$ cat src/verilog/selftest_pkg.sv
package selftest_pkg;

   // ----------------------------------------------------------------
   // register map
   // ----------------------------------------------------------------
   localparam logic [7:0] ADDR_PAGE_SELECT   = 8'h4C;
   localparam logic [7:0] ADDR_ERROR_COUNT   = 8'h57;
   localparam logic [7:0] ADDR_CONTROL       = 8'hB3;
   localparam logic [7:0] ADDR_DEBUG         = 8'hD0;
   localparam logic [7:0] ADDR_GPIO_FUNC     = 8'h10;
   localparam logic [7:0] PORT_PAGE_LO       = 8'h46;
   localparam logic [7:0] PORT_PAGE_HI       = 8'h7D;
   localparam logic [7:0] DEBUG_PAGE_LO      = 8'hD0;
   localparam logic [7:0] DEBUG_PAGE_HI      = 8'hDB;

   // ----------------------------------------------------------------
   // fields and reset values
   // ----------------------------------------------------------------
   localparam int         NUM_PORTS          = 4;
   localparam int         NUM_GPIO           = 4;
   localparam int         PAGE_RD_LSB        = 4;
   localparam int         CTRL_ENABLE_BIT    = 0;
   localparam int         CTRL_CLKSEL_LSB    = 1;
   localparam int         CTRL_GATING_LSB    = 6;
   localparam int         DEBUG_REMOTE_BIT   = 5;
   localparam logic [7:0] CTRL_START_VALUE   = 8'h01;
   localparam logic [1:0] GATING_DISABLED    = 2'h0;
   localparam logic [1:0] GATING_ENABLED     = 2'h2;
   localparam logic [7:0] PAGE_RESET         = 8'h00;
   localparam logic [7:0] CONTROL_RESET      = 8'h00;
   localparam logic [7:0] COUNT_MAX_NORMAL   = 8'hFE;
   localparam logic [7:0] COUNT_NO_LOCK      = 8'hFF;
   localparam logic [7:0] REMOTE_MODE_REG    = 8'h14;
   localparam logic [7:0] REMOTE_BIST_REG    = 8'hB3;
   localparam logic [2:0] GPIO_FUNC_PASS     = 3'h1;
   localparam logic [2:0] GPIO_FUNC_LOCK     = 3'h2;

   // ----------------------------------------------------------------
   // back channel timing
   // ----------------------------------------------------------------
   localparam int         CLK_MHZ            = 40;
   localparam int         BC_BIT_NS          = 500;
   localparam int         BC_BIT_CYCLES      = (BC_BIT_NS * CLK_MHZ) / 1000;

endpackage

$ cat src/verilog/backchannel_writer.sv
`timescale 1ns/1ps
`default_nettype none
// serialises one remote register write: start bit, addr, data, stop
module backchannel_writer
(
   input  wire logic       clk,
   input  wire logic       resetn,
   input  wire logic       start,
   input  wire logic [7:0] addr,
   input  wire logic [7:0] data,
   output logic            busy,
   output logic            tx
);
   typedef enum logic [1:0] {IDLE, SEND} wstate_e;
   typedef struct packed
   {
      wstate_e     st;
      logic [17:0] sh;
      logic [4:0]  bits;
      logic [15:0] div;
      logic        tx;
   } wr_s;

   wr_s r, n;

   // ----------------------------------------------------------------
   // shift engine, one bit per divider tick
   // ----------------------------------------------------------------
   always_comb
   begin
      n = r;
      unique case (r.st)
         IDLE:
         begin
            n.tx = 1'b1;
            if (start)
            begin
               n.sh   = {1'b1, data, addr, 1'b0};
               n.bits = 5'd18;
               n.div  = 16'(selftest_pkg::BC_BIT_CYCLES - 1);
               n.st   = SEND;
            end
         end
         SEND:
         begin
            n.tx = r.sh[0];
            if (r.div == 16'h0000)
            begin
               n.div  = 16'(selftest_pkg::BC_BIT_CYCLES - 1);
               n.sh   = {1'b1, r.sh[17:1]};
               n.bits = r.bits - 5'd1;
               if (r.bits == 5'd1)
                  n.st = IDLE;
            end
            else
               n.div = r.div - 16'd1;
         end
      endcase
   end

   always_ff @(posedge clk or negedge resetn)
   begin
      if (!resetn)
         r <= '{st: IDLE, sh: 18'h3FFFF, bits: 5'h00, div: 16'h0000,
                tx: 1'b1};
      else
         r <= n;
   end

   assign busy = (r.st != IDLE);
   assign tx   = r.tx;
endmodule
`default_nettype wire

$ cat src/verilog/prbs_checker.sv
`timescale 1ns/1ps
`default_nettype none
// one receive port: sampled link clock, prbs7 check on each word
module prbs_checker
(
   input  wire logic       clk,
   input  wire logic       resetn,
   input  wire logic       link_clk,
   input  wire logic       link_data,
   input  wire logic       lock,
   input  wire logic       run,
   input  wire logic       clear,
   output logic [7:0]      count,
   output logic            err_pulse,
   output logic            lock_s
);
   typedef struct packed
   {
      logic [2:0] ck;
      logic [2:0] dt;
      logic [2:0] lk;
      logic       ck_prev;
      logic [6:0] lfsr;
      logic [2:0] bitn;
      logic       word_bad;
      logic       seen_lock;
      logic       lost;
      logic [7:0] cnt;
      logic       err;
   } chk_s;

   chk_s r, n;
   logic fb;
   logic rise;
   logic bit_bad;

   // ----------------------------------------------------------------
   // three-flop sync; a change counts when stages two and three agree
   // ----------------------------------------------------------------
   always_comb
   begin
      n       = r;
      n.ck    = {r.ck[1:0], link_clk};
      n.dt    = {r.dt[1:0], link_data};
      n.lk    = {r.lk[1:0], lock};
      n.err   = 1'b0;
      fb      = r.lfsr[6] ^ r.lfsr[5];
      rise    = (r.ck[1] == r.ck[2]) && r.ck[2] && !r.ck_prev;
      bit_bad = (r.dt[2] != fb);
      if (r.ck[1] == r.ck[2])
         n.ck_prev = r.ck[2];
      if (clear)
      begin
         n.cnt       = 8'h00;
         n.seen_lock = 1'b0;
         n.lost      = 1'b0;
         n.bitn      = 3'h0;
         n.word_bad  = 1'b0;
         n.lfsr      = 7'h7F;
      end
      else if (run)
      begin
         if (r.lk[2])
            n.seen_lock = 1'b1;
         else if (r.seen_lock)
            n.lost = 1'b1;
         // self-synchronising: the received bit reloads the lfsr
         if (rise && r.lk[2])
         begin
            n.lfsr     = {r.lfsr[5:0], r.dt[2]};
            n.word_bad = r.word_bad | bit_bad;
            n.bitn     = r.bitn + 3'h1;
            if (r.bitn == 3'h7)
            begin
               n.word_bad = 1'b0;
               if (r.word_bad | bit_bad)
               begin
                  n.err = 1'b1;
                  if (r.cnt < selftest_pkg::COUNT_MAX_NORMAL)
                     n.cnt = r.cnt + 8'h01;
               end
            end
         end
      end
   end

   always_ff @(posedge clk or negedge resetn)
   begin
      if (!resetn)
         r <= '0;
      else
         r <= n;
   end

   // no lock ever, or lock dropped: report the reserved code
   assign count     = (!r.seen_lock || r.lost) ?
                      selftest_pkg::COUNT_NO_LOCK : r.cnt;
   assign err_pulse = r.err;
   assign lock_s    = r.lk[2];
endmodule
`default_nettype wire

$ cat src/verilog/serial_link_selftest.sv
`timescale 1ns/1ps
`default_nettype none
module serial_link_selftest
(
   input  wire logic       clk,
   input  wire logic       resetn,
   input  wire logic       reg_wr,
   input  wire logic       reg_rd,
   input  wire logic [7:0] reg_addr,
   input  wire logic [7:0] reg_wdata,
   output logic [7:0]      reg_rdata,
   input  wire logic [3:0] link_clk,
   input  wire logic [3:0] link_data,
   input  wire logic [3:0] rx_lock,
   input  wire logic       remote_ack,
   input  wire logic [3:0] recovered_serial,
   input  wire logic       pattern_gen_on,
   input  wire logic [3:0] video_lane_in,
   output logic [3:0]      backchannel_tx,
   output logic [3:0]      gpio_out,
   output logic [3:0]      gpio_oe,
   output logic [3:0]      lane_out,
   output logic            lane_lp11,
   output logic [3:0]      serial_monitor_output
);
   typedef enum logic [2:0] {S_IDLE, S_CLK, S_CLK_WAIT, S_MODE, S_MODE_WAIT,
                             S_RUN, S_STOP, S_STOP_WAIT} seq_e;
   typedef struct packed
   {
      seq_e       st;
      logic [7:0] page;
      logic [7:0] ctrl;
      logic [1:0] clksel;
      logic       running;
      logic [3:0] remote_act;
      logic [2:0] ack_sync;
      logic       clear;
      logic [7:0] rdata;
      logic [11:0] gfunc;
      logic [3:0] gout;
      logic [3:0] goe;
      logic [3:0] lanes;
      logic       lp11;
      logic [3:0] mon;
      logic       bc_go;
      logic [7:0] bc_addr;
      logic [7:0] bc_data;
   } top_s;

   top_s r, n;
   logic [7:0] cnt     [selftest_pkg::NUM_PORTS];
   logic [3:0] err_p;
   logic [3:0] lock_s;
   logic       bc_busy;
   logic       bc_line;
   logic       ack_rise;
   logic [1:0] rsel;
   logic       outs_on;

   // ----------------------------------------------------------------
   // helpers
   // ----------------------------------------------------------------
   // true when the address falls in a per-port paged window
   function automatic logic paged(input logic [7:0] a);
      paged = (a >= selftest_pkg::PORT_PAGE_LO &&
               a <= selftest_pkg::PORT_PAGE_HI) ||
              (a >= selftest_pkg::DEBUG_PAGE_LO &&
               a <= selftest_pkg::DEBUG_PAGE_HI);
   endfunction

   // ----------------------------------------------------------------
   // per-port checkers
   // ----------------------------------------------------------------
   for (genvar p = 0; p < selftest_pkg::NUM_PORTS; p++)
   begin : g_port
      prbs_checker u_chk
      (
         .clk       (clk),
         .resetn    (resetn),
         .link_clk  (link_clk[p]),
         .link_data (link_data[p]),
         .lock      (rx_lock[p]),
         .run       (r.running),
         .clear     (r.clear),
         .count     (cnt[p]),
         .err_pulse (err_p[p]),
         .lock_s    (lock_s[p])
      );
   end

   // one writer shared; every frame reaches all four links
   backchannel_writer u_bc
   (
      .clk    (clk),
      .resetn (resetn),
      .start  (r.bc_go),
      .addr   (r.bc_addr),
      .data   (r.bc_data),
      .busy   (bc_busy),
      .tx     (bc_line)
   );

   assign rsel     = r.page[selftest_pkg::PAGE_RD_LSB +: 2];
   assign ack_rise = r.ack_sync[1] & r.ack_sync[2];
   assign outs_on  = !r.running ||
                     (r.ctrl[selftest_pkg::CTRL_GATING_LSB +: 2] ==
                      selftest_pkg::GATING_ENABLED);

   // ----------------------------------------------------------------
   // register access, sequencer and pin muxing
   // ----------------------------------------------------------------
   always_comb
   begin
      n          = r;
      n.bc_go    = 1'b0;
      n.clear    = 1'b0;
      n.ack_sync = {r.ack_sync[1:0], remote_ack};
      // writes; only page select, control and the gpio function registers take writes
      if (reg_wr)
      begin
         if (reg_addr == selftest_pkg::ADDR_PAGE_SELECT)
            n.page = reg_wdata;
         else if (reg_addr == selftest_pkg::ADDR_CONTROL)
            n.ctrl = reg_wdata;
         else if (reg_addr >= selftest_pkg::ADDR_GPIO_FUNC &&
                  reg_addr < selftest_pkg::ADDR_GPIO_FUNC + 8'h04)
            n.gfunc[3 * reg_addr[1:0] +: 3] = reg_wdata[2:0];
      end
      // reads; error count and debug follow the read-select field, other paged addresses read zero
      n.rdata = 8'h00;
      if (reg_rd)
      begin
         if (reg_addr == selftest_pkg::ADDR_PAGE_SELECT)
            n.rdata = r.page;
         else if (reg_addr == selftest_pkg::ADDR_CONTROL)
            n.rdata = r.ctrl;
         else if (reg_addr == selftest_pkg::ADDR_ERROR_COUNT)
            n.rdata = cnt[rsel];
         else if (reg_addr == selftest_pkg::ADDR_DEBUG)
            n.rdata = {2'b00, r.remote_act[rsel], 5'b00000};
         else if (reg_addr >= selftest_pkg::ADDR_GPIO_FUNC &&
                  reg_addr < selftest_pkg::ADDR_GPIO_FUNC + 8'h04)
            n.rdata = {5'b00000, r.gfunc[3 * reg_addr[1:0] +: 3]};
         else if (paged(reg_addr))
            n.rdata = 8'h00;
      end
      // sequencer: clock select, then mode, then run
      unique case (r.st)
         S_IDLE:
            if (r.ctrl == selftest_pkg::CTRL_START_VALUE)
            begin
               n.clksel = r.ctrl[selftest_pkg::CTRL_CLKSEL_LSB +: 2];
               n.clear  = 1'b1;
               n.st     = S_CLK;
            end
         S_CLK:
            if (!bc_busy)
            begin
               n.bc_addr = selftest_pkg::REMOTE_MODE_REG;
               n.bc_data = {5'b00000, r.clksel, 1'b0};
               n.bc_go   = 1'b1;
               n.st      = S_CLK_WAIT;
            end
         S_CLK_WAIT:
            if (!bc_busy && !r.bc_go)
               n.st = S_MODE;
         S_MODE:
         begin
            n.bc_addr = selftest_pkg::REMOTE_BIST_REG;
            n.bc_data = selftest_pkg::CTRL_START_VALUE;
            n.bc_go   = 1'b1;
            n.st      = S_MODE_WAIT;
         end
         S_MODE_WAIT:
            if (!bc_busy && !r.bc_go)
            begin
               n.running = 1'b1;
               n.st      = S_RUN;
            end
         S_RUN:
         begin
            if (ack_rise)
               n.remote_act = r.page[3:0] | r.remote_act;
            if (r.ctrl[selftest_pkg::CTRL_ENABLE_BIT] == 1'b0)
            begin
               n.running = 1'b0;
               n.st      = S_STOP;
            end
         end
         S_STOP:
            if (!bc_busy)
            begin
               n.bc_addr = selftest_pkg::REMOTE_BIST_REG;
               n.bc_data = 8'h00;
               n.bc_go   = 1'b1;
               n.st      = S_STOP_WAIT;
            end
         S_STOP_WAIT:
            if (!bc_busy && !r.bc_go)
            begin
               n.remote_act = 4'h0;
               n.st         = S_IDLE;
            end
      endcase
      // gpio: pass level drops for each error, or shows port lock
      for (int g = 0; g < selftest_pkg::NUM_GPIO; g++)
      begin
         n.goe[g]  = 1'b0;
         n.gout[g] = 1'b0;
         if (r.gfunc[3 * g +: 3] == selftest_pkg::GPIO_FUNC_PASS)
         begin
            n.goe[g]  = 1'b1;
            n.gout[g] = r.running & !err_p[g];
         end
         else if (r.gfunc[3 * g +: 3] == selftest_pkg::GPIO_FUNC_LOCK)
         begin
            n.goe[g]  = 1'b1;
            n.gout[g] = lock_s[g];
         end
      end
      // camera lanes pass video when not running; while running they idle unless outputs allowed and pattern on
      n.lp11  = !(outs_on && (!r.running || pattern_gen_on));
      n.lanes = n.lp11 ? 4'hF : video_lane_in;
      // monitor is not gated by the test state
      n.mon   = recovered_serial;
   end

   always_ff @(posedge clk or negedge resetn)
   begin
      if (!resetn)
      begin
         r       <= '0;
         r.st    <= S_IDLE;
         r.page  <= selftest_pkg::PAGE_RESET;
         r.ctrl  <= selftest_pkg::CONTROL_RESET;
         r.lp11  <= 1'b1;
         r.lanes <= 4'hF;
      end
      else
         r <= n;
   end

   // ----------------------------------------------------------------
   // outputs, all from flops
   // ----------------------------------------------------------------
   always_ff @(posedge clk or negedge resetn)
   begin
      if (!resetn)
         backchannel_tx <= 4'hF;
      else
         backchannel_tx <= {4{bc_line}};
   end

   assign reg_rdata             = r.rdata;
   assign gpio_out              = r.gout;
   assign gpio_oe               = r.goe;
   assign lane_out              = r.lanes;
   assign lane_lp11             = r.lp11;
   assign serial_monitor_output = r.mon;
endmodule
`default_nettype wire

$ cat config.mk
export PLATFORM = sky130hd
export DESIGN_NAME = serial_link_selftest
export DESIGN_NICKNAME = d
export VERILOG_FILES = /design/src/verilog/selftest_pkg.sv /design/src/verilog/backchannel_writer.sv /design/src/verilog/prbs_checker.sv /design/src/verilog/serial_link_selftest.sv
export SDC_FILE = /design/constraint.sdc
export NUM_CORES = 1
export LEC_CHECK = 0
export ABC_AREA = 0
export BUFFER_PORTS_ARGS = -buffer_cell sky130_fd_sc_hd__buf_2
export CAP_MARGIN = 15
export CELL_PAD_IN_SITES_DETAIL_PLACEMENT = 0
export CELL_PAD_IN_SITES_GLOBAL_PLACEMENT = 1
export CORE_UTILIZATION = 53
export CTS_CLUSTER_SIZE = 10
export DETAILED_ROUTE_END_ITERATION = 16
export GPL_TIMING_DRIVEN = 0
export MAX_ROUTING_LAYER = met4
export PLACE_DENSITY_LB_ADDON = 0.1
export SYNTH_ARGS = -nofsm -noshare
export SYNTH_HDL_FRONTEND = slang
export SYNTH_SLANG_ARGS = --single-unit
$ cat constraint.sdc
create_clock -name clk -period 5.1 [get_ports clk]
set_clock_uncertainty 0.05 [all_clocks]
set_input_delay 0.51 -clock clk [delete_from_list [all_inputs] [get_ports clk]]
set_output_delay 0.51 -clock clk [all_outputs]
set_load 0.01 [all_outputs]
==> summary.md, run 1 <==
| Metric | Value |
|---|---|
| Status | finished, violations left |
| Failing checks | hold timing |
| Ys flop type | dfrtp_1 |
| FF-to-FF End | u_bc.r[40] |
| Post-cts hold buffer count | 0 |
| TritonRoute pass-1 iters | 5 |
| Die height | 147 um |
| Vias in the first global route | 7799 |
| Num ports | 71 |
| Detailed placement HPWL | between 15000 and 20000 um |
| Mapped cell area | ~0.011 mm2 |
| Avg WL per Cell | roughly 17 um |
| DRC Markers | 0 |
| Antenna fix cells | 0 |
| Cts bufs inserted | 28 |
| Post-synth EDFFs | 0 |
| Syn Nets | 1063 |
| M1 GR Usage | 34.8% |
| Asr flop ratio synth | between 90% and 100% |
| Slew HR | approximately 37% |
| Core Rows | 52 |
| Worst Path Buf+Inv | 2 |
| Final hold violations | 13 |
| Highest clock rate | 391 MHz |
| Final Cell Area | 0.0127 mm2 |
| Global Route met3 Usage | 2.98% |
| RePlAce Congestion | 0.828 |
| CP cell instances | inv_1 -> ha_1 -> nor4b_1 -> nand2_1 -> nor4_1 -> buf_2 -> a41oi_1 |
| Seq/Total Area, Yosys | 55.0% |
| # resized after CTS | 0 |
| Die width | 147 um |
| Commonest non-fill, non-tap cells in the layout | dfrtp_1, nand2_1, buf_2 |
| CP max FO | 10 |
| Nets | 1164 |
| Crit Path Category | flop to flop |
| Critical path's top delay family | simple AND/OR/NAND/NOR gates |
| Post-Syn Instances | 997 |
| R2R setup slack | approximately 2.5 ns |
| Crit path launch type | flop |
| Yosys top cell area share | 49.4% |
| Final wirelength | 24300 um |
| CP arrival | 2.89 ns |
| CTS sink count | 243 |
| Vias per inst | 5.75 |
| Synth Area per Inst | ~11 um2 |
| # fillers | 1698 |
| Unrepaired setup endpoints after global routing | false |
| Die Area | 0.0215 mm2 |
| Total GRT Usage | between 20% and 30% |
| Slew @ Worst Pin | about 0.95 ns |
| Syn-to-layout area delta | 14.0% |
| Pins Over Slew Limit | 0 |
| Most area-consuming cells after synthesis | dfrtp_1, dfstp_2, mux2_2 |
| Worst skew pair latency | 0.53 ns |
| Leak Pwr | 0.00577 uW |
| Clk slew on worst S/H paths | 0.06 ns |
| Root buffer cell | clkbuf_16 |
| Worst-case clock buffer depth | 3 |
| Top Usage Layer GRT | met2 |
| PortBufs | 70 |
| Initial Util | 54.5% |
| Antenna violations before repair | 0 |
| Area leader, netlist | dfrtp_1 |
| Crit share post-route | 50.2% |
| CTS tree | done |
| Gr ovfl total | 0 |
| Antenna Nets Post-Route | 0 |
| Worst Reg-to-Reg Cells | 7 |
| Max_cap viols | 0 |
| Grt met2 use | 36.3% |
| R2R Path Start | u_bc.r[1] |
| Setup Buffers After CTS | 0 |
| # H-tree levels | 1 |
| Min Hold Slack | -0.0473 ns |
| Placed Cells | 1338 |
| Hold Path Class | primary input to async pin |
| FF+latch count, synth | 243 |
| # setup viols final | 0 |
| Commonest non-fill, non-tap cell in the layout | dfrtp_1 |
| Max VDD drop | 0.279 mV |
| Placed cell area | 0.0118 mm2 |
| Vias | 7998 |
| Crit. End Element | flop |
| Min Tclk post-route | 2.56 ns |
| CP max-delay cell | nor4_1 |
| Starting DRT DRC Count | roughly 320 |
| Syn. warnings | 0 |
| Data required time of the critical path | between 5 and 6 ns |
| Layout Cells excl Fill | ~1400 |
| Netlist cell types | 75 |
| CP max stage delay | 0.48 ns |
| Power Dens Cells | approximately 430 mW/mm2 |
| Largest net degree at the start of global routing | 124 |
| Share of layout cells above drive strength 1 | approximately 20% |
| Core area | 0.0204 mm2 |
| First-pass GRT wire length | 40600 um |
==> cell usage after synthesis, drive strengths merged (6+ instances only) <==
cell    count
nand2b     13
o31ai      11
dfstp      24
nor2b      10
a21o        7
and2        9
or3         8
clkbuf     39
mux2       42
or4        15
a31oi      15
a21oi      63
nand2      84
buf        37
nor3       19
ha         24
nand3b      9
xnor2       7
o22a       14
o211ai      7
inv        37
a22o       18
nand4      10
o41ai       7
o221ai      8
nor4        9
nor2       53
dfrtp     219
o21ai      50
o311ai      6
nand3      27
mux2i       8
==> per-layer routing <==
metal  wire (um)  up-vias  share of wire, %
met5           0        -                 0
met2       11200      149                46
met1       11900     3988                49
met3         745       37               3.1
met4         463        0               1.9
li1            -     3824                 -
==> cell type report <==
cell class	count	area [um2]	area share [%]
sequential	243	6110	48.3
timing repair buffer	71	388	3.06
tap	270	338	2.67
buffer	76	407	3.21
multi-input combinational	640	4440	35.1
inverter	38	143	1.13
clock buffer	52	832	6.57
==> worst max path at each step <==
stage	start	end	depth (start not counted)
after floorplan	reg_addr[0]	r[73]	7
after global placement	resetn	r[12]	1
after detailed placement	reg_addr[0]	r[76]	8
after CTS	u_bc.r[1]	u_bc.r[40]	7
after global routing	u_bc.r[1]	u_bc.r[40]	7
final	u_bc.r[1]	u_bc.r[40]	7
==> sequential cells by signal (all words and copies together) (netlist names) <==
| register | cells |
|---|---|
| gpio_oe | 4 |
| u_bc.tx | 1 |
| gpio_out | 4 |
| n | 2 |
| lane_lp11 | 1 |
| backchannel_tx | 1 |
| r | 47 |
| serial_monitor_output | 4 |
| reg_rdata | 8 |
| g_port.u_chk.n | 24 |
| g_port.u_chk.lock_s | 4 |
| u_bc.r | 39 |
| lane_out | 4 |
| g_port.u_chk.r | 96 |
| g_port.u_chk.err_pulse | 4 |
==> metrics by stage <==
step / worst slack, ns / util, % / hold WS [ns] / power [uW] / TNS (ns)
2_1_floorplan: 2.85 / - / 0.164 / 3320 / 0
3_3_place_gp: -0.787 / 57.9 / 0.282 / 3620 / -167.91
3_5_place_dp: 2.22 / 58.1 / 0.285 / 3660 / 0
4_1_cts: 2.53 / 62.2 / 0.0124 / 5510 / 0
5_1_grt: 2.35 / 62.2 / 0.0129 / 5740 / 0
6_report: 2.54 / 62.2 / -0.0473 / 5450 / 0
==> logic make-up after synthesis <==
kind of cell / synth area share, %
AO/OA/AOI/OAI: 14.7
XOR/XNOR: 1.49
adder cells (fa/ha/maj): 2.70
buffers and inverters: 4.95
flip-flops: 55.0
multiplexers: 5.93
AND/OR/NAND/NOR: 15.2
==> power by group <==
| group | internal [uW] | leakage, uW | switching [uW] | total [uW] |
|---|---|---|---|---|
| Combinational | 488 | 0.00234 | 621 | 1110 |
| Sequential | 2280 | 0.00303 | 241 | 2520 |
| Clock | 1080 | 0.000397 | 738 | 1820 |
No activity file was read; power rests on OpenSTA's default activity.
==> run 2: changes to the inputs <==
--- a/config.mk
+++ b/config.mk
@@ -5,12 +5,12 @@
 export SDC_FILE = /design/constraint.sdc
 export NUM_CORES = 1
 export LEC_CHECK = 0
-export ABC_AREA = 0
+export ABC_AREA = 1
 export BUFFER_PORTS_ARGS = -buffer_cell sky130_fd_sc_hd__buf_2
 export CAP_MARGIN = 15
 export CELL_PAD_IN_SITES_DETAIL_PLACEMENT = 0
 export CELL_PAD_IN_SITES_GLOBAL_PLACEMENT = 1
-export CORE_UTILIZATION = 53
+export CORE_UTILIZATION = 47
 export CTS_CLUSTER_SIZE = 10
 export DETAILED_ROUTE_END_ITERATION = 16
 export GPL_TIMING_DRIVEN = 0
==> constraint.sdc (replaced) <==
create_clock -name clk -period 2.43 [get_ports clk]
set_clock_uncertainty 0.05 [all_clocks]
set_input_delay 0.243 -clock clk [delete_from_list [all_inputs] [get_ports clk]]
set_output_delay 0.243 -clock clk [all_outputs]
set_load 0.01 [all_outputs]
==> run 2 against run 1 <==
Net effect:
- the flow now finishes without violations
- sequential power rose by 100%
- die area rose by 16%
- count of clock-buffer cells in the layout shrank 7
- hold slack improved by 0.097 ns
- largest cell class unchanged
- highest routed layer unchanged
- via count rose by 9.7%
- synthesized cell count grew 28%
- global-route usage fell by 1.2 points
- power is 110% higher
- non-clock buffer count up 14
==> summary.md, run 2 <==
| Metric | Value |
|---|---|
| Cts bufs inserted | 29 |
| Area leader, netlist | dfrtp_1 |
| Slew HR | about 51% |
| Antenna Nets Post-Route | 0 |
| CP max-delay cell | clkbuf_1 |
| Antenna violations before repair | 0 |
| Pre-CTS setup slack | between 0.2 and 0.25 ns |
| Count leader, synth | nand2_1 |
| PortBufs | 70 |
| Vias | 8773 |
| CTS tree | done |
| Most area-consuming cells after synthesis | dfrtp_1, nand2_1, dfstp_2 |
| Max reg flops | 96 |
| Critical path's top delay family | buffers and inverters |
| Leak Pwr | 0.00668 uW |
| Main combinational cell family by area after synthesis | simple AND/OR/NAND/NOR gates |
| Share of layout cells above drive strength 1 | between 15 and 20% |
| Highest clock rate | 524 MHz |
| Commonest non-fill, non-tap cell in the layout | nand2_1 |
| Final hold violations | 0 |
| Data required time of the critical path | 2.81 ns |
| DRC Markers | 0 |
| Post-synth top cells | nand2_1, dfrtp_1, inv_1, nand3_1, nor2_1 |
| Commonest non-fill, non-tap cells in the layout | nand2_1, dfrtp_1, inv_1 |
| Worst-case clock buffer depth | 3 |
| Most flop-heavy register | g_port.u_chk.r |
| Sequential share of power | a little under half |
| Crit path launch type | flop |
| Num ports | 71 |
| Hold Path Class | primary input to flop |
| Crit. End Element | flop |
| Min Hold Slack | 0.0496 ns |
| Slew @ Worst Pin | 0.735 ns |
| Status | completed |
| Root buffer cell | clkbuf_16 |
| TritonRoute pass-1 iters | 5 |
| Fraction of the mapped netlist area in adder cells | 2.62% |
| Mapped cell area | 0.0114 mm2 |
| Asr flop ratio synth | 100% |
| Met1 wire length | 12800 um |
| # fillers | about 2200 |
| Gr ovfl total | 0 |
| Worst Path Buf+Inv | 2 |
| Yosys top cell area share | between 40% and 50% |
| Seq/Total Area, Yosys | 53.4% |
| Internal cell power | 7910 uW |
| Final wirelength | 26200 um |
| Total GRT Usage | 22.8% |
| Max_cap viols | 0 |
| # H-tree levels | 1 |
| Post-Syn Instances | 1272 |
| Syn-to-layout area delta | 17.3% |
| RePlAce Congestion | 0.844 |
| Core Rows | 56 |
| # setup viols final | 0 |
| Power Dens Cells | 833 mW/mm2 |
| Synth Area per Inst | 8.99 um2 |
| Die height | ~160 um |
| Sw Pwr | 3280 uW |
| Vias in the first global route | approximately 8500 |
| Min Tclk post-route | 1.91 ns |
| Detailed placement HPWL | 18300 um |
| Starting DRT DRC Count | 548 |
| Antenna fix cells | 0 |
| Avg WL per Cell | 15.1 um |
| WL met2 | 11900 um |
| Combinational share of power | 19.1% |
| Post-cts hold buffer count | 31 |
| CP max stage delay | 0.60 ns |
| Synth Area in XOR/XNOR | around 1.4% |
| Nets | between 1000 and 1500 |
| Sw frac | between 20 and 30% |
| Initial Util | 48.3% |
| First-pass GRT wire length | 43500 um |
| Ys flop type | dfrtp_1 |
| Post-synth EDFFs | 0 |
| Syn. warnings | 0 |
| Top flop regs | g_port.u_chk.r x96, r x47, u_bc.r x39 |
| Vias per inst | around 5.0 |
| Top sig layer | met4 |
| Core area | 0.0237 mm2 |
| Largest net degree at the start of global routing | ~120 |
| Unrepaired setup endpoints after global routing | false |
| FF+latch count, synth | 243 |
| Setup Buffers After CTS | 0 |
| CP max FO | 10 |
| CP arrival | 2.28 ns |
| Compound-Gate Fraction of Synth Area | 11.5% |
| Clock power share | 35.3% |
| Max VDD drop | 0.609 mV |
| Simple-gate share of the synthesized area | between 20% and 30% |
| CP cell instances | inv_1 -> clkbuf_1 -> nor3_1 -> nand3_1 -> nand2_1 |
| Final core occ | 56.6% |
| Met3 wire length | roughly 1000 um |
| Worst setup margin | 0.523 ns |
| Mux share of post-synthesis cell area | less than 1% |
| Clk slew on worst S/H paths | 0.06 ns |
| Netlist cell types | 49 |
| Syn Nets | 1338 |
| Crit Path Category | flop to flop |
| Die width | approximately 160 um |
| # resized after CTS | 0 |
| Die Area | approximately 0.025 mm2 |
| Pins Over Slew Limit | 0 |
| CTS sink count | 243 |
| Worst skew pair latency | 0.54 ns |
| Setup_tns | 0 ns |
| Crit share post-route | 78.5% |
[run 2: cell count changes in the layout (fill, tap and decap cells not counted), moves of 21 or more]
| cell | before | now |
|---|---|---|
| nand2_1 | 84 | 254 |
| inv_1 | 37 | 155 |
| nand3_1 | 27 | 102 |
| nor2_1 | 53 | 93 |
| mux2_2 | 39 | 1 |
| clkbuf_1 | 60 | 23 |
| dlygate4sd3_1 | 0 | 31 |
| a22oi_1 | 2 | 30 |
| a21oi_1 | 63 | 42 |
[run 2: worst register-to-register path, stage by stage (launching register included)]
cell and delay, ns:
dfrtp_1 0.49, inv_1 0.32, clkbuf_1 0.60, nor3_1 0.18
nand3_1 0.10, nand2_1 0.05
[run 2: logic make-up after synthesis]
kind of cell             count (synthesis)
AO/OA/AOI/OAI                          215
AND/OR/NAND/NOR                        537
multiplexers                             6
adder cells (fa/ha/maj)                 24
flip-flops                             243
XOR/XNOR                                18
buffers and inverters                  229
[run 2: per-stage QoR]
step,total power [uW],cells,area (um2)
final,11200,1742,13400
after global routing,11900,1742,13400
after CTS,11300,1742,13400
after detailed placement,7270,1663,12300
after global placement,7200,1661,12200
after floorplan,6690,1272,11400
[run 2: final timing paths]
kind                                  startpoint                     end  slack [ns]  cells past startpoint
max in group asynchronous                 resetn                   r[10]        1.36                      3
min reg2reg                g_port[2].u_chk.n[25]  g_port[2].u_chk.lock_s        0.30                      0
min in group asynchronous                 resetn    g_port[3].u_chk.r[1]        0.11                      2
min                               pattern_gen_on               lane_lp11        0.05                      2
max                                        r[62]    g_port[1].u_chk.r[4]        0.52                      5
max reg2reg                                r[62]    g_port[1].u_chk.r[4]        0.52                      5
[run 2: cell type report]
class	count	area, um2	share of cell area (%)
Clock inverter	3	43.8	0.326
Multi-Input combinational cell	800	4290	32.0
Timing Repair Buffer	103	726	5.41
Buffer	58	394	2.94
Inverter	171	642	4.78
Tap cell	319	399	2.98
Clock buffer	45	806	6.01
Sequential cell	243	6110	45.6
[run 2: layer usage]
metal / up-vias / track usage [%]
li1: 4434 / -
met1: 4149 / 32.4
met2: 148 / 34.7
met3: 42 / 3.09
met4: 0 / 4.90
met5: - / -
[run 2: power groups by stage]
stage | clock network (uW) | registers (uW) | logic (uW)
after floorplan | 0 | 5070 | 1620
after global placement | 0 | 5150 | 2060
after detailed placement | 0 | 5160 | 2110
after CTS | 4060 | 5100 | 2160
after global routing | 4240 | 5180 | 2460
final | 3950 | 5100 | 2140
==> run 3: changes to the inputs <==
==> constraint.sdc (replaced) <==
create_clock -name clk -period 1.8 [get_ports clk]
set_clock_uncertainty 0.05 [all_clocks]
set_input_delay 0.18 -clock clk [delete_from_list [all_inputs] [get_ports clk]]
set_output_delay 0.18 -clock clk [all_outputs]
set_load 0.01 [all_outputs]
==> run 3 against run 2 <==
Net effect:
- clock power up 35%
- power increased by 36%
- maximum frequency rose by 14%
- critical path depth rose by 7
- highest routed layer unchanged
==> summary.md, run 3 (synthesis gave the netlist of run 2 again) <==
| Metric | Value |
|---|---|
| Status | completed |
| Final wirelength | ~26000 um |
| R2R Path Start | u_bc.r[1] |
| DRC Markers | 0 |
| Final hold violations | 0 |
| Crit. End Element | flop |
| Share of layout cells above drive strength 1 | 19.6% |
| Clk slew on worst S/H paths | 0.06 ns |
| CP max-delay cell | dfrtp_1 |
| Slew @ Worst Pin | 0.713 ns |
| Crit share post-route | 93.0% |
| Max reg flops | 96 |
| Die height | 158 um |
| Largest net degree at the start of global routing | around 120 |
| CP cell instances | inv_2 -> ha_4 -> nand2_2 -> nor2_4 -> nand2_4 -> inv_1 -> nand2_2 -> nand2_2 -> nand2_4 -> buf_6 -> nand2_1 -> o21ai_1 |
| Commonest non-fill, non-tap cells in the layout | nand2_1, dfrtp_1, inv_1 |
| First-pass GRT wire length | roughly 44000 um |
| Pins Over Slew Limit | 0 |
| # H-tree levels | 1 |
| Final core occ | 57.4% |
| Vias per inst | 5.02 |
| Root buffer cell | clkbuf_16 |
| Syn-to-layout area delta | 18.9% |
| Leak Pwr | 0.00674 uW |
| Total GRT Usage | 22.8% |
| # setup viols final | 0 |
| Crit-path most repeated cell | nand2_2 |
| Levels on crit path | 12 |
| CP Capture Point | u_bc.r[19] |
| Die Area | 0.0250 mm2 |
| Worst Path Buf+Inv | 3 |
| CP max FO | 10 |
| Worst skew pair latency | 0.54 ns |
| Gr ovfl total | 0 |
| Crit path launch type | flop |
| FF-to-FF End | u_bc.r[19] |
| RePlAce Congestion | roughly 0.84 |
| Vias in the first global route | 8547 |
| Avg WL per Cell | approximately 15 um |
| Antenna fix cells | 0 |
| Worst-case clock buffer depth | 3 |
| CP startpoint | u_bc.r[1] |
| Min Tclk post-route | 1.67 ns |
| Num ports | 71 |
| Core Rows | 56 |
| TritonRoute pass-1 iters | 5 |
| Total power draw | 15200 uW |
| Highest clock rate | 598 MHz |
| Hold Path Class | primary input to async pin |
| Vias | 8794 |
| Commonest non-fill, non-tap cell in the layout | nand2_1 |
| Antenna Nets Post-Route | 0 |
| CP max stage delay | 0.38 ns |
| Core area | 0.0237 mm2 |
| Top flop regs | g_port.u_chk.r x96, r x47, u_bc.r x39 |
| # fillers | about 2200 |
| Max_cap viols | 0 |
| Slew HR | 52.2% |
| PortBufs | 70 |
| Most flop-heavy register | g_port.u_chk.r |
| Antenna violations before repair | 0 |
| Nets | 1481 |
| Critical path's top delay family | simple AND/OR/NAND/NOR gates |
| Starting DRT DRC Count | around 620 |
| CTS sink count | 243 |
| Power Dens Cells | 1120 mW/mm2 |
| CP arrival | 2.04 ns |
| R2R setup slack | approximately 0.13 ns |
| Data required time of the critical path | approximately 2.2 ns |
| Cts bufs inserted | 29 |
| Crit Path Category | flop to flop |
| Initial Util | 48.3% |
| Die width | 158 um |
| Detailed placement HPWL | 18300 um |
| Max VDD drop | 0.821 mV |
| CTS tree | done |
| Worst Reg-to-Reg Cells | 12 |
[run 3: area by class of cell]
type	instances	area (um2)	area share (%)
plain buffers	57	400	2.94
clock buffers	45	806	5.93
clock inverters	3	43.8	0.322
inverters	171	647	4.76
multi-input cells	800	4380	32.2
flip-flops and latches	243	6110	44.9
well taps	319	399	2.94
repair buffers	113	807	5.93
[run 3: power breakdown]
part | leakage (uW) | switching, uW | internal (uW) | total, uW
clock | 0.000411 | 2160 | 3170 | 5330
sequential | 0.00305 | 504 | 6390 | 6890
combinational | 0.00328 | 1820 | 1190 | 3010
total | 0.00674 | 4480 | 10800 | 15200
[run 3: layer usage]
| layer | share of wire (%) | GRT usage [%] |
|---|---|---|
| met3 | 3.7 | 3.12 |
| met4 | 1.8 | 4.99 |
| met5 | 0 | - |
| met2 | 46 | 34.7 |
| met1 | 49 | 32.5 |
[run 3: worst min-delay path by stage]
stage,from,to,slack [ns]
after floorplan,resetn,g_port[0].u_chk.err_pulse,-0.17
after global placement,link_clk[1],g_port[1].u_chk.n[30],0.24
after detailed placement,resetn,g_port[3].u_chk.r[16],-0.005
after CTS,resetn,g_port[3].u_chk.r[1],0.03
after global routing,resetn,g_port[3].u_chk.r[16],0.04
final,resetn,g_port[3].u_chk.r[8],0.04
[run 3: per-stage QoR]
stage	hold slack [ns]	std cells	TNS, ns	area (um2)	setup WS (ns)
after detailed placement	-0.00503	1663	-7.41	12300	-0.367
final	0.0430	1751	0	13600	0.127
after global routing	0.0408	1751	-0.000375	13600	-0.000375
after global placement	0.238	1661	-902.85	12200	-3.86
after CTS	0.0258	1749	-0.0296	13500	-0.0130
after floorplan	-0.166	1272	0	11400	0.108
[run 3: repair_timing]
action                     in CTS  in global routing
setup endpoints to repair      35                 91
hold buffers                   32                  0
pin swaps                      12                  5
buffers inserted                6                  3
hold endpoints to repair      271                  0
resized for setup              12                 27
